## src/trp_pkg.sv

```systemverilog
// trip select and action package: register map, fields, encodings
// How it works
// - any enabled trip input driven low raises the cycle trip
// - an active cycle trip applies its configured override to both outputs
// - the cycle trip clears by itself when the counter reaches zero with no trip source active
// - source select bit 7 enables compare B event 2 as cycle trip source
// - source select bit 6 enables compare A event 2 as cycle trip source
// - source select bits 5..0 enable trip inputs 6..1 as sources
// - action bits 1-0 on output A: hi-z, high, low, no action
// - action bits 3-2 on output B with the same encoding
// - action bits 5-4 act on output A for compare A event 1
// - action bits 7-6 act on output A for compare A event 2
// - action bits 9-8 act on output B for compare B event 1
// - action bits 11-10 act on output B for compare B event 2
package trp_pkg;
    // ==================================================
    // register offsets (byte addresses)
    localparam logic [11:0] OFS_SRC_SEL = 12'h000;
    localparam logic [11:0] OFS_ACT_CTL = 12'h004;
    localparam logic [11:0] OFS_STATUS = 12'h008;
    localparam logic [11:0] OFS_CLEAR = 12'h00c;
    localparam logic [11:0] OFS_INT_EN = 12'h010;
    localparam logic [11:0] OFS_TRIP_STATE = 12'h014;
    // ==================================================
    // field positions
    localparam int SEL_TRIP_LSB = 0;
    localparam int SEL_CMP_A2 = 6;
    localparam int SEL_CMP_B2 = 7;
    localparam int SEL_WIDTH = 8;
    localparam int ACT_TRIP_A = 0;
    localparam int ACT_TRIP_B = 2;
    localparam int ACT_CMP_A1 = 4;
    localparam int ACT_CMP_A2 = 6;
    localparam int ACT_CMP_B1 = 8;
    localparam int ACT_CMP_B2 = 10;
    localparam int ACT_WIDTH = 12;
    localparam int ST_TRIP = 0;
    localparam int ST_CMP_A1 = 1;
    localparam int ST_CMP_A2 = 2;
    localparam int ST_CMP_B1 = 3;
    localparam int ST_CMP_B2 = 4;
    localparam int ST_WIDTH = 5;
    // ==================================================
    // reset values
    localparam logic [7:0] RST_SRC_SEL = 8'h00;
    localparam logic [11:0] RST_ACT_CTL = 12'h000;
    localparam logic [4:0] RST_STATUS = 5'h00;
    localparam logic [4:0] RST_INT_EN = 5'h00;
    // ==================================================
    // action encodings
    localparam logic [1:0] ACT_HIZ = 2'h0;
    localparam logic [1:0] ACT_HIGH = 2'h1;
    localparam logic [1:0] ACT_LOW = 2'h2;
    localparam logic [1:0] ACT_NONE = 2'h3;
endpackage : trp_pkg

```

## src/trp_pin_override.sv

```systemverilog
// per-pin override: picks the winning trip action and drives the pin
`timescale 1ns/100ps
module trp_pin_override
    import trp_pkg::*;
(
    input wire logic sys_clk,
    input wire logic nrst,
    input wire logic pwmIn,
    input wire logic tripOn,
    input wire logic [1:0] tripAct,
    input wire logic evt2On,
    input wire logic [1:0] evt2Act,
    input wire logic evt1On,
    input wire logic [1:0] evt1Act,
    output logic pinOut,
    output logic pinOeN
);
    // ==================================================
    // action priority: cycle trip, then event 2, then event 1
    logic [1:0] act;

    always_comb begin
        act = ACT_NONE;
        if (tripOn && tripAct != ACT_NONE) begin
            act = tripAct;
        end else if (evt2On && evt2Act != ACT_NONE) begin
            act = evt2Act;
        end else if (evt1On && evt1Act != ACT_NONE) begin
            act = evt1Act;
        end
    end

    // ==================================================
    // pin drive; released (hi-z) in reset for safety
    always_ff @(posedge sys_clk) begin
        if (!nrst) begin
            pinOut <= 1'b0;
            pinOeN <= 1'b1;
        end else begin
            unique case (act)
                ACT_HIZ: begin
                    pinOut <= 1'b0;
                    pinOeN <= 1'b1;
                end
                ACT_HIGH: begin
                    pinOut <= 1'b1;
                    pinOeN <= 1'b0;
                end
                ACT_LOW: begin
                    pinOut <= 1'b0;
                    pinOeN <= 1'b0;
                end
                ACT_NONE: begin
                    pinOut <= pwmIn;
                    pinOeN <= 1'b0;
                end
            endcase
        end
    end
endmodule : trp_pin_override

```

## src/trp_trip_zone.sv

```systemverilog
// trip select and action block with apb registers and interrupt
`timescale 1ns/100ps
module trp_trip_zone
    import trp_pkg::*;
#(
    parameter int NTRIP = 6
) (
    input wire logic sys_clk,
    input wire logic nrst,
    input wire logic [11:0] paddr,
    input wire logic psel,
    input wire logic penable,
    input wire logic pwrite,
    input wire logic [31:0] pwdata,
    output logic [31:0] prdata,
    output logic pready,
    output logic pslverr,
    input wire logic [NTRIP-1:0] tripInN,
    input wire logic cmpAEvt1,
    input wire logic cmpAEvt2,
    input wire logic cmpBEvt1,
    input wire logic cmpBEvt2,
    input wire logic ctrZero,
    input wire logic pwmInA,
    input wire logic pwmInB,
    output logic pwmOutA,
    output logic pwmOutAOeN,
    output logic pwmOutB,
    output logic pwmOutBOeN,
    output logic irq
);
    // ==================================================
    // elaboration check
    generate
        if (NTRIP != 6) begin : g_bad_ntrip
            $error("trp_trip_zone: NTRIP must be 6");
        end
    endgenerate

    // ==================================================
    // registers
    logic [SEL_WIDTH-1:0] srcSel_ff;
    logic [ACT_WIDTH-1:0] actCtl_ff;
    logic [ST_WIDTH-1:0] status_ff;
    logic [ST_WIDTH-1:0] intEn_ff;
    logic cycleTrip_ff;
    logic [NTRIP-1:0] tripMeta_ff;
    logic [NTRIP-1:0] tripSync_ff;
    logic [31:0] rdData_ff;
    logic nxt_cycleTrip;
    logic cbcSrc;
    logic wrEn;
    logic setupRd;
    logic mapped;
    logic [ST_WIDTH-1:0] events;

    // ==================================================
    // trip pin synchroniser, idle high
    always_ff @(posedge sys_clk) begin
        if (!nrst) begin
            tripMeta_ff <= '1;
            tripSync_ff <= '1;
        end else begin
            tripMeta_ff <= tripInN;
            tripSync_ff <= tripMeta_ff;
        end
    end

    // ==================================================
    // cycle trip source and state
    always_comb begin
        cbcSrc = |(~tripSync_ff & srcSel_ff[SEL_TRIP_LSB +: NTRIP]);
        if (srcSel_ff[SEL_CMP_A2] && cmpAEvt2) begin
            cbcSrc = 1'b1;
        end
        if (srcSel_ff[SEL_CMP_B2] && cmpBEvt2) begin
            cbcSrc = 1'b1;
        end
    end

    // source wins over counter zero so a held fault never releases
    always_comb begin
        nxt_cycleTrip = cycleTrip_ff;
        if (cbcSrc) begin
            nxt_cycleTrip = 1'b1;
        end else if (ctrZero) begin
            nxt_cycleTrip = 1'b0;
        end
    end

    always_ff @(posedge sys_clk) begin
        if (!nrst) begin
            cycleTrip_ff <= 1'b0;
        end else begin
            cycleTrip_ff <= nxt_cycleTrip;
        end
    end

    // ==================================================
    // output overrides
    trp_pin_override u_pinA (
        .sys_clk(sys_clk),
        .nrst(nrst),
        .pwmIn(pwmInA),
        .tripOn(cycleTrip_ff),
        .tripAct(actCtl_ff[ACT_TRIP_A +: 2]),
        .evt2On(cmpAEvt2),
        .evt2Act(actCtl_ff[ACT_CMP_A2 +: 2]),
        .evt1On(cmpAEvt1),
        .evt1Act(actCtl_ff[ACT_CMP_A1 +: 2]),
        .pinOut(pwmOutA),
        .pinOeN(pwmOutAOeN)
    );

    trp_pin_override u_pinB (
        .sys_clk(sys_clk),
        .nrst(nrst),
        .pwmIn(pwmInB),
        .tripOn(cycleTrip_ff),
        .tripAct(actCtl_ff[ACT_TRIP_B +: 2]),
        .evt2On(cmpBEvt2),
        .evt2Act(actCtl_ff[ACT_CMP_B2 +: 2]),
        .evt1On(cmpBEvt1),
        .evt1Act(actCtl_ff[ACT_CMP_B1 +: 2]),
        .pinOut(pwmOutB),
        .pinOeN(pwmOutBOeN)
    );

    // ==================================================
    // apb slave: zero wait, read data latched in setup
    assign pready = 1'b1;
    assign wrEn = psel && penable && pwrite;
    assign setupRd = psel && !penable && !pwrite;

    always_comb begin
        unique case (paddr)
            OFS_SRC_SEL, OFS_ACT_CTL, OFS_STATUS, OFS_CLEAR,
            OFS_INT_EN, OFS_TRIP_STATE: mapped = 1'b1;
            default: mapped = 1'b0;
        endcase
    end

    assign pslverr = psel && penable && !mapped;

    always_ff @(posedge sys_clk) begin
        if (!nrst) begin
            srcSel_ff <= RST_SRC_SEL;
        end else if (wrEn && paddr == OFS_SRC_SEL) begin
            srcSel_ff <= pwdata[SEL_WIDTH-1:0];
        end
    end

    always_ff @(posedge sys_clk) begin
        if (!nrst) begin
            actCtl_ff <= RST_ACT_CTL;
        end else if (wrEn && paddr == OFS_ACT_CTL) begin
            actCtl_ff <= pwdata[ACT_WIDTH-1:0];
        end
    end

    always_ff @(posedge sys_clk) begin
        if (!nrst) begin
            intEn_ff <= RST_INT_EN;
        end else if (wrEn && paddr == OFS_INT_EN) begin
            intEn_ff <= pwdata[ST_WIDTH-1:0];
        end
    end

    // reserved bits stay zero by width, clear register reads zero
    always_ff @(posedge sys_clk) begin
        if (!nrst) begin
            rdData_ff <= 32'h0000_0000;
        end else if (setupRd) begin
            unique case (paddr)
                OFS_SRC_SEL: rdData_ff <= {24'h000000, srcSel_ff};
                OFS_ACT_CTL: rdData_ff <= {20'h00000, actCtl_ff};
                OFS_STATUS: rdData_ff <= {27'h0000000, status_ff};
                OFS_INT_EN: rdData_ff <= {27'h0000000, intEn_ff};
                OFS_TRIP_STATE: rdData_ff <= {31'h00000000, cycleTrip_ff};
                default: rdData_ff <= 32'h0000_0000;
            endcase
        end
    end

    assign prdata = rdData_ff;

    // ==================================================
    // interrupt status: set beats a clear in the same cycle
    always_comb begin
        events = '0;
        events[ST_TRIP] = cbcSrc;
        events[ST_CMP_A1] = cmpAEvt1;
        events[ST_CMP_A2] = cmpAEvt2;
        events[ST_CMP_B1] = cmpBEvt1;
        events[ST_CMP_B2] = cmpBEvt2;
    end

    always_ff @(posedge sys_clk) begin
        if (!nrst) begin
            status_ff <= RST_STATUS;
        end else if (wrEn && paddr == OFS_CLEAR) begin
            status_ff <= (status_ff & ~pwdata[ST_WIDTH-1:0]) | events;
        end else begin
            status_ff <= status_ff | events;
        end
    end

    assign irq = |(status_ff & intEn_ff);
endmodule : trp_trip_zone

```

## config.mk

```make
export PLATFORM = sky130hd
export DESIGN_NAME = trp_trip_zone
export DESIGN_NICKNAME = d
export VERILOG_FILES = /design/src/trp_pkg.sv /design/src/trp_pin_override.sv /design/src/trp_trip_zone.sv
export SDC_FILE = /design/constraint.sdc
export NUM_CORES = 1
export LEC_CHECK = 0
export BUFFER_PORTS_ARGS = -buffer_cell sky130_fd_sc_hd__buf_2
export CORE_MARGIN = 1.5
export CORE_UTILIZATION = 45
export CTS_BUF_LIST = sky130_fd_sc_hd__clkbuf_8 sky130_fd_sc_hd__clkbuf_16
export CTS_CLUSTER_SIZE = 10
export DETAILED_ROUTE_END_ITERATION = 16
export GPL_ROUTABILITY_DRIVEN = 0
export PLACE_DENSITY = 0.77
export SLEW_MARGIN = 20
export SYNTH_ARGS = -nofsm -noshare
export SYNTH_HDL_FRONTEND = slang
export SYNTH_SLANG_ARGS = --single-unit
export TNS_END_PERCENT = 100
```

## constraint.sdc

```tcl
create_clock -name sys_clk -period 1.65 [get_ports sys_clk]
set_input_delay 0.33 -clock sys_clk [delete_from_list [all_inputs] [get_ports sys_clk]]
set_output_delay 0.33 -clock sys_clk [all_outputs]
set_load 0.03 [all_outputs]
```

# Yosys cells after proc, flatten, opt, wreduce, memory -nomap -nowiden
# Cells that the tools add are included.
# totals
reg_bits	79
input_bits	62
output_inout_bits	39
wordCells	84
# classes
n_eq_ne	17
n_mux	17
n_reduce_logical	31
bitwise_logic	7
# op_table
operator	n
12-bit one-hot mux with 5 select lines	1
12-bit by 4-bit equality test with 1-bit output, second input constant	2
12-bit by 5-bit equality test with 1-bit output, second input constant	2
1-bit logical AND	17
12-bit by 3-bit equality test with 1-bit output, second input constant	1
12-bit zero test	1
2-bit 2-to-1 mux	6
2-bit != test, second input constant	6
6-bit OR reduction	2
5-bit bitwise AND	2
5-bit OR	2
2-bit equality test, second input constant	4
6-bit bitwise AND	1
6-bit inverter	1
1-bit one-hot mux with 3 select lines	2
3-bit OR reduction	2
1-bit 2-to-1 mux	5
5-bit 2-to-1 mux	1
5-bit inverter	1
5-bit OR reduction	1
2-bit by 1-bit equality test with 1-bit output, second input constant	2
2-bit zero test	2
1-bit one-hot mux with 2 select lines	2
2-bit OR reduction	2
other kinds (2)	4

# Depth between registers and ports, before layout
# logic_depth
depth_word	8
mapped_depth	6
ltp_nobuf	4

# By module
# From an unflattened synthesis, not the netlist that was laid out.
# unflattened
cells_unflattened	304
hier_area_um2	2795.2
# by_module_without_submodules
mod	seq_area_each_um2	instances	cells_per_inst	area_per_inst_um2
trp_trip_zone	1101.1	1	274	2519.9
trp_pin_override	40.0	2	15	137.6

# Least setup slack after synthesis
# Ideal clock, no wire load.
# synth_timing
path_type	in2out
start	in paddr[9]
end	out pslverr
path_stages	3
setup_slack_ns	-0.185
t_required_ns	1.320
n_path_buf	0
arrival_time_ns	1.505
path_cell_list	or4_4 > nor3_4 > a31oi_1
# synth_via
elab_chain_cells	5
word_cells_on_any_way	10
cone_classes	eq/ne (5); mux (1); reduce/logical (4)
# synth_rtl
item	line	source
from (decl)	trp_trip_zone.sv:10	input wire logic [11:0] paddr,
12-bit by 3-bit equality test with 1-bit output, or another cell as far along	trp_trip_zone.sv:136	unique case (paddr)
6-bit OR reduction *	trp_trip_zone.sv:136	
1-bit 2-to-1 mux *	trp_trip_zone.sv:136	
1-bit zero test *	trp_trip_zone.sv:143	assign pslverr = psel && penable && !mapped;
1-bit logical AND *	trp_trip_zone.sv:143	
to (decl)	trp_trip_zone.sv:17	output logic pslverr,
# Mark *: on every way between the ends. The rest lies on a longest branch, timed or not.

# Worst setup path after layout
# Ends and elaborated chain as after synthesis.

==> results.md <==
- The final reports fail on negative setup slack.
- The final non-filler cell total is 460.
- The data required time of the worst path is 1.32 ns.
- Synthesis handed over a netlist of 304 instances.
- In this run the count of I/O pins placed on the die edge is 101.
- In this run, synthesis produced a sequential element count of 59.
- The total overflow left after global routing is 0.
- The number of DRC markers after the initial detailed-route iteration is 162.
- The post-detailed-routing wire length is 6115 um.
- Row generation in the floorplan step produced 28 rows.
- Clock tree synthesis found a total of 59 sinks.
- In this run the remaining antenna-violating nets after routing total 0.
- After layout, the design draws a total of 0.003293 W.
- Across the run, the number of max-cap violations was 0.
- The number of failing hold endpoints at the final stage is 0.
- The startpoint kind of the worst setup timing path is a primary input.
- The library cell used as clock root buffer is clkbuf_8.
- The worst voltage drop across the vdd grid is 585.0 uV.
- The count of synthesis-stage warnings from yosys is 0.
- The slew at the pin with the worst max-slew slack is 0.8141 ns.
- The min-delay analysis places its worst path in the category primary input to flip-flop.
- The signal arrival time at the worst endpoint is 1.43 ns.
- The source of the worst register-to-register timing path is cycleTrip_ff.
- Among all flip-flop cells after synthesis, the most frequent one is dfxtp_1.
- The initial antenna violation count is 0.
- The finished cells cover 3455 um2.
- The number of levels the H-tree was split into is 3.
- The detailed-route wire length per cell is 13.29 um.
- The run finished, with violations left.
- The global-route wire length before repair is 9597 um.
- In this run the power density over the cells is 953.1 nW/um2.
- The final max-slew violation count came to 0.
- The number of fillers in the final layout is 530.
- The launch point of the worst path is paddr[9].
- The share of flip-flops with an asynchronous set or reset is 0.
- The post-CTS clock slew at the launch and capture registers of the worst setup and hold paths is 0.07 ns.
- The final sum of negative setup slack is -0.1103 ns.
- Once routing completed, OpenROAD measured the worst setup slack at -0.1103 ns.
- The vias after detailed routing is 2335.
- The core region is 5956 um2.
- The ratio of cells with drive above 1 in the final layout is 0.2831.
- The number of placed instances, taps included, is 442.
- Port buffering added 59 buffers.
- In this run the horizontal extent of the chip is 81.62 um.
- The die covers 6662 um2.
- 0 antenna diodes ended up in the layout.
- For this run, the register share of the synthesized area comes to 0.4247.
- The type of element capturing the critical path is an output pin.
- Derived from the worst setup path, the maximum achievable clock frequency is 568.1 MHz.
- The global-route usage over all layers is 0.1941.
- Of the total synthesized cell area, the portion taken by XOR and XNOR cells is 0.
- The setup path with the least slack is of type primary input to output pin.
- The clock latency on the worst-skew pair is 0.34 ns.
- The final layout contains 442 nets.
- In this run the most critical hold path is launched from tripInN[0].
- The leakage power is 1.563 nW.
- The final count of negative-setup-slack endpoints is 1.
- The dominant combinational cell family by area after synthesis is simple AND/OR/NAND/NOR gates.
- The maximum buffer depth of the clock tree is 2.
- Once placement finished, the instance area stood at 3176 um2.
- Setup repair after global routing could not meet its margin everywhere.
- The clock tree from TritonCTS is done.
- Of the available clock period, the critical path in the final layout requires 1.067.
- The initial standard-cell utilization of the core is 0.4670.
- The final critical-path required period is 1.760 ns.
- Dividing the detail-routed via count by the number of cells gives 5.076.
- The simple logic cell fraction of the synthesized area is 0.2204.
- At the end of the flow the core is filled with cells to 0.5800.
- The number of global-route vias before repair is 2062.
- The number of iterations in the first detailed-routing pass is 4.
- The wire-length estimate of the detail-placed layout is 4652 um.
- In this run, synthesis inferred 0 flip-flops with an integrated enable.
- The mux share of post-synthesis cell area is 0.1233.
- The adder-cell share of the synthesized area is 0.
- The number of buffers created by CTS is 9.
- The post-synthesis compound-gate area fraction is 0.1237.
- Entering global routing, the biggest net connects 52 pins.
- The netlist uses 47 different library cells.
- Measured along the y axis, the die boundary spans 81.62 um.
- The synthesized area per cell is 9.149 um2.
- The worst slew margin relative to its limit is 0.4561.
- The maximum clock skew at final layout is 0.01009 ns.
- Along the worst path, the maximum fanout reaches 2.
- The cell area after synthesis is 2781 um2.
- The relative area change from synthesis to final layout is 24.20%.
- For this run, design rule violations remaining after detail routing come to 0.
[sequential cells by signal (all words and copies together) (netlist names)]
signal,cells
intEn_ff,5
actCtl_ff,12
u_pinB.pinOeN,1
u_pinA.pinOut,1
u_pinB.pinOut,1
tripSync_ff,6
tripMeta_ff,6
cycleTrip_ff,1
srcSel_ff,8
u_pinA.pinOeN,1
status_ff,5
prdata,12
[synthesized netlist by cell type (2+ instances only)]
library cell / instances / area, um2
a21boi_0: 3 / 22.52
a21oi_1: 3 / 15.01
a222oi_1: 4 / 40.04
a22o_1: 5 / 43.79
a22oi_1: 2 / 15.01
a31oi_1: 7 / 43.79
and3_1: 7 / 43.79
buf_4: 22 / 165.2
buf_6: 3 / 33.78
clkbuf_1: 8 / 30.03
conb_1: 2 / 7.510
dfxtp_1: 59 / 1181
inv_1: 17 / 63.81
mux2i_1: 32 / 320.3
nand2_1: 50 / 187.7
nand2b_1: 18 / 112.6
nand3_1: 5 / 25.02
nor2_1: 7 / 26.28
nor2_4: 2 / 22.52
nor2b_1: 4 / 25.02
nor3b_1: 2 / 15.01
nor4_1: 2 / 12.51
o211ai_1: 2 / 15.01
o21ai_0: 9 / 45.04
o21ai_1: 3 / 15.01
o22ai_1: 3 / 18.77
or3_1: 2 / 12.51
or4_4: 2 / 22.52
[timing repair]
item,4_1_cts,5_1_grt
hold buffers,0,0
pin swaps,5,5
gates resized for setup,7,2
buffers inserted,1,1
gates cloned,0,0
setup endpoints to repair,2,7
[stage by stage]
stage	hold WS, ns	worst slack [ns]
6_report	0.1670	-0.1103
5_1_grt	0.1621	-0.1448
4_1_cts	0.1523	-0.1810
3_5_place_dp	0.3916	-0.3027
3_3_place_gp	0.3888	-0.1957
2_1_floorplan	0.3863	-0.1107
[per-layer routing]
metal | vias to the layer above | wire (um) | GRT usage | part of all wire
met5 | - | 0 | 0 | 0
met4 | 0 | 77 | 0.08475 | 0.013
met3 | 6 | 371 | 0.04667 | 0.061
met2 | 87 | 2900 | 0.3107 | 0.47
met1 | 1078 | 2765 | 0.2486 | 0.45
li1 | 1164 | - | - | -
[kinds of logic after synthesis]
family,count (synthesis)
and+or+nand+nor,111
DFF,59
buffers and inverters,50
AOI/OAI and AO/OA,49
muxes,33
other,2
[layout by cell type, fill, tap and decap left out, drive strengths merged, types with 3 or more instances in the layout]
| master | instances |
|---|---|
| inv | 18 |
| a31oi | 7 |
| and3 | 7 |
| nor4 | 3 |
| nand2b | 18 |
| nand3 | 7 |
| nor2 | 9 |
| a21oi | 3 |
| a222oi | 4 |
| o21ai | 12 |
| a21boi | 3 |
| o22ai | 3 |
| conb | 21 |
| a22o | 5 |
| clkbuf | 11 |
| nor2b | 4 |
| mux2i | 32 |
| nand2 | 50 |
| buf | 79 |
| dfxtp | 59 |
[cell type report]
type                    count  area [um2]  area share
clock buffers              11       151.4     0.04382
clock inverters             5       83.83     0.02427
inverters                  17       63.81     0.01847
multi-input cells         214        1395      0.4038
flip-flops and latches     59        1184      0.3426
well taps                  75       93.84     0.02716
repair buffers             79       483.0      0.1398
[final timing paths]
check / cells after the start / endpoint / slack [ns]
max reg2reg: 4 / u_pinB.pinOut / 0.36
min: 2 / tripMeta_ff[0] / 0.17
min reg2reg: 1 / tripSync_ff[5] / 0.41
max: 5 / pslverr / -0.11
[critical path: stages]
cell and delay, ns:
buf_6 0.09, or4_4 0.55, nor3_4 0.20, a31oi_4 0.11, buf_6 0.15
[power by group]
group          switching, W  internal (W)
sequential       0.00000923       0.00145
combinational      0.000201      0.000108
clock              0.000585      0.000937
total              0.000795       0.00250
(Power assumes the default switching activity.)
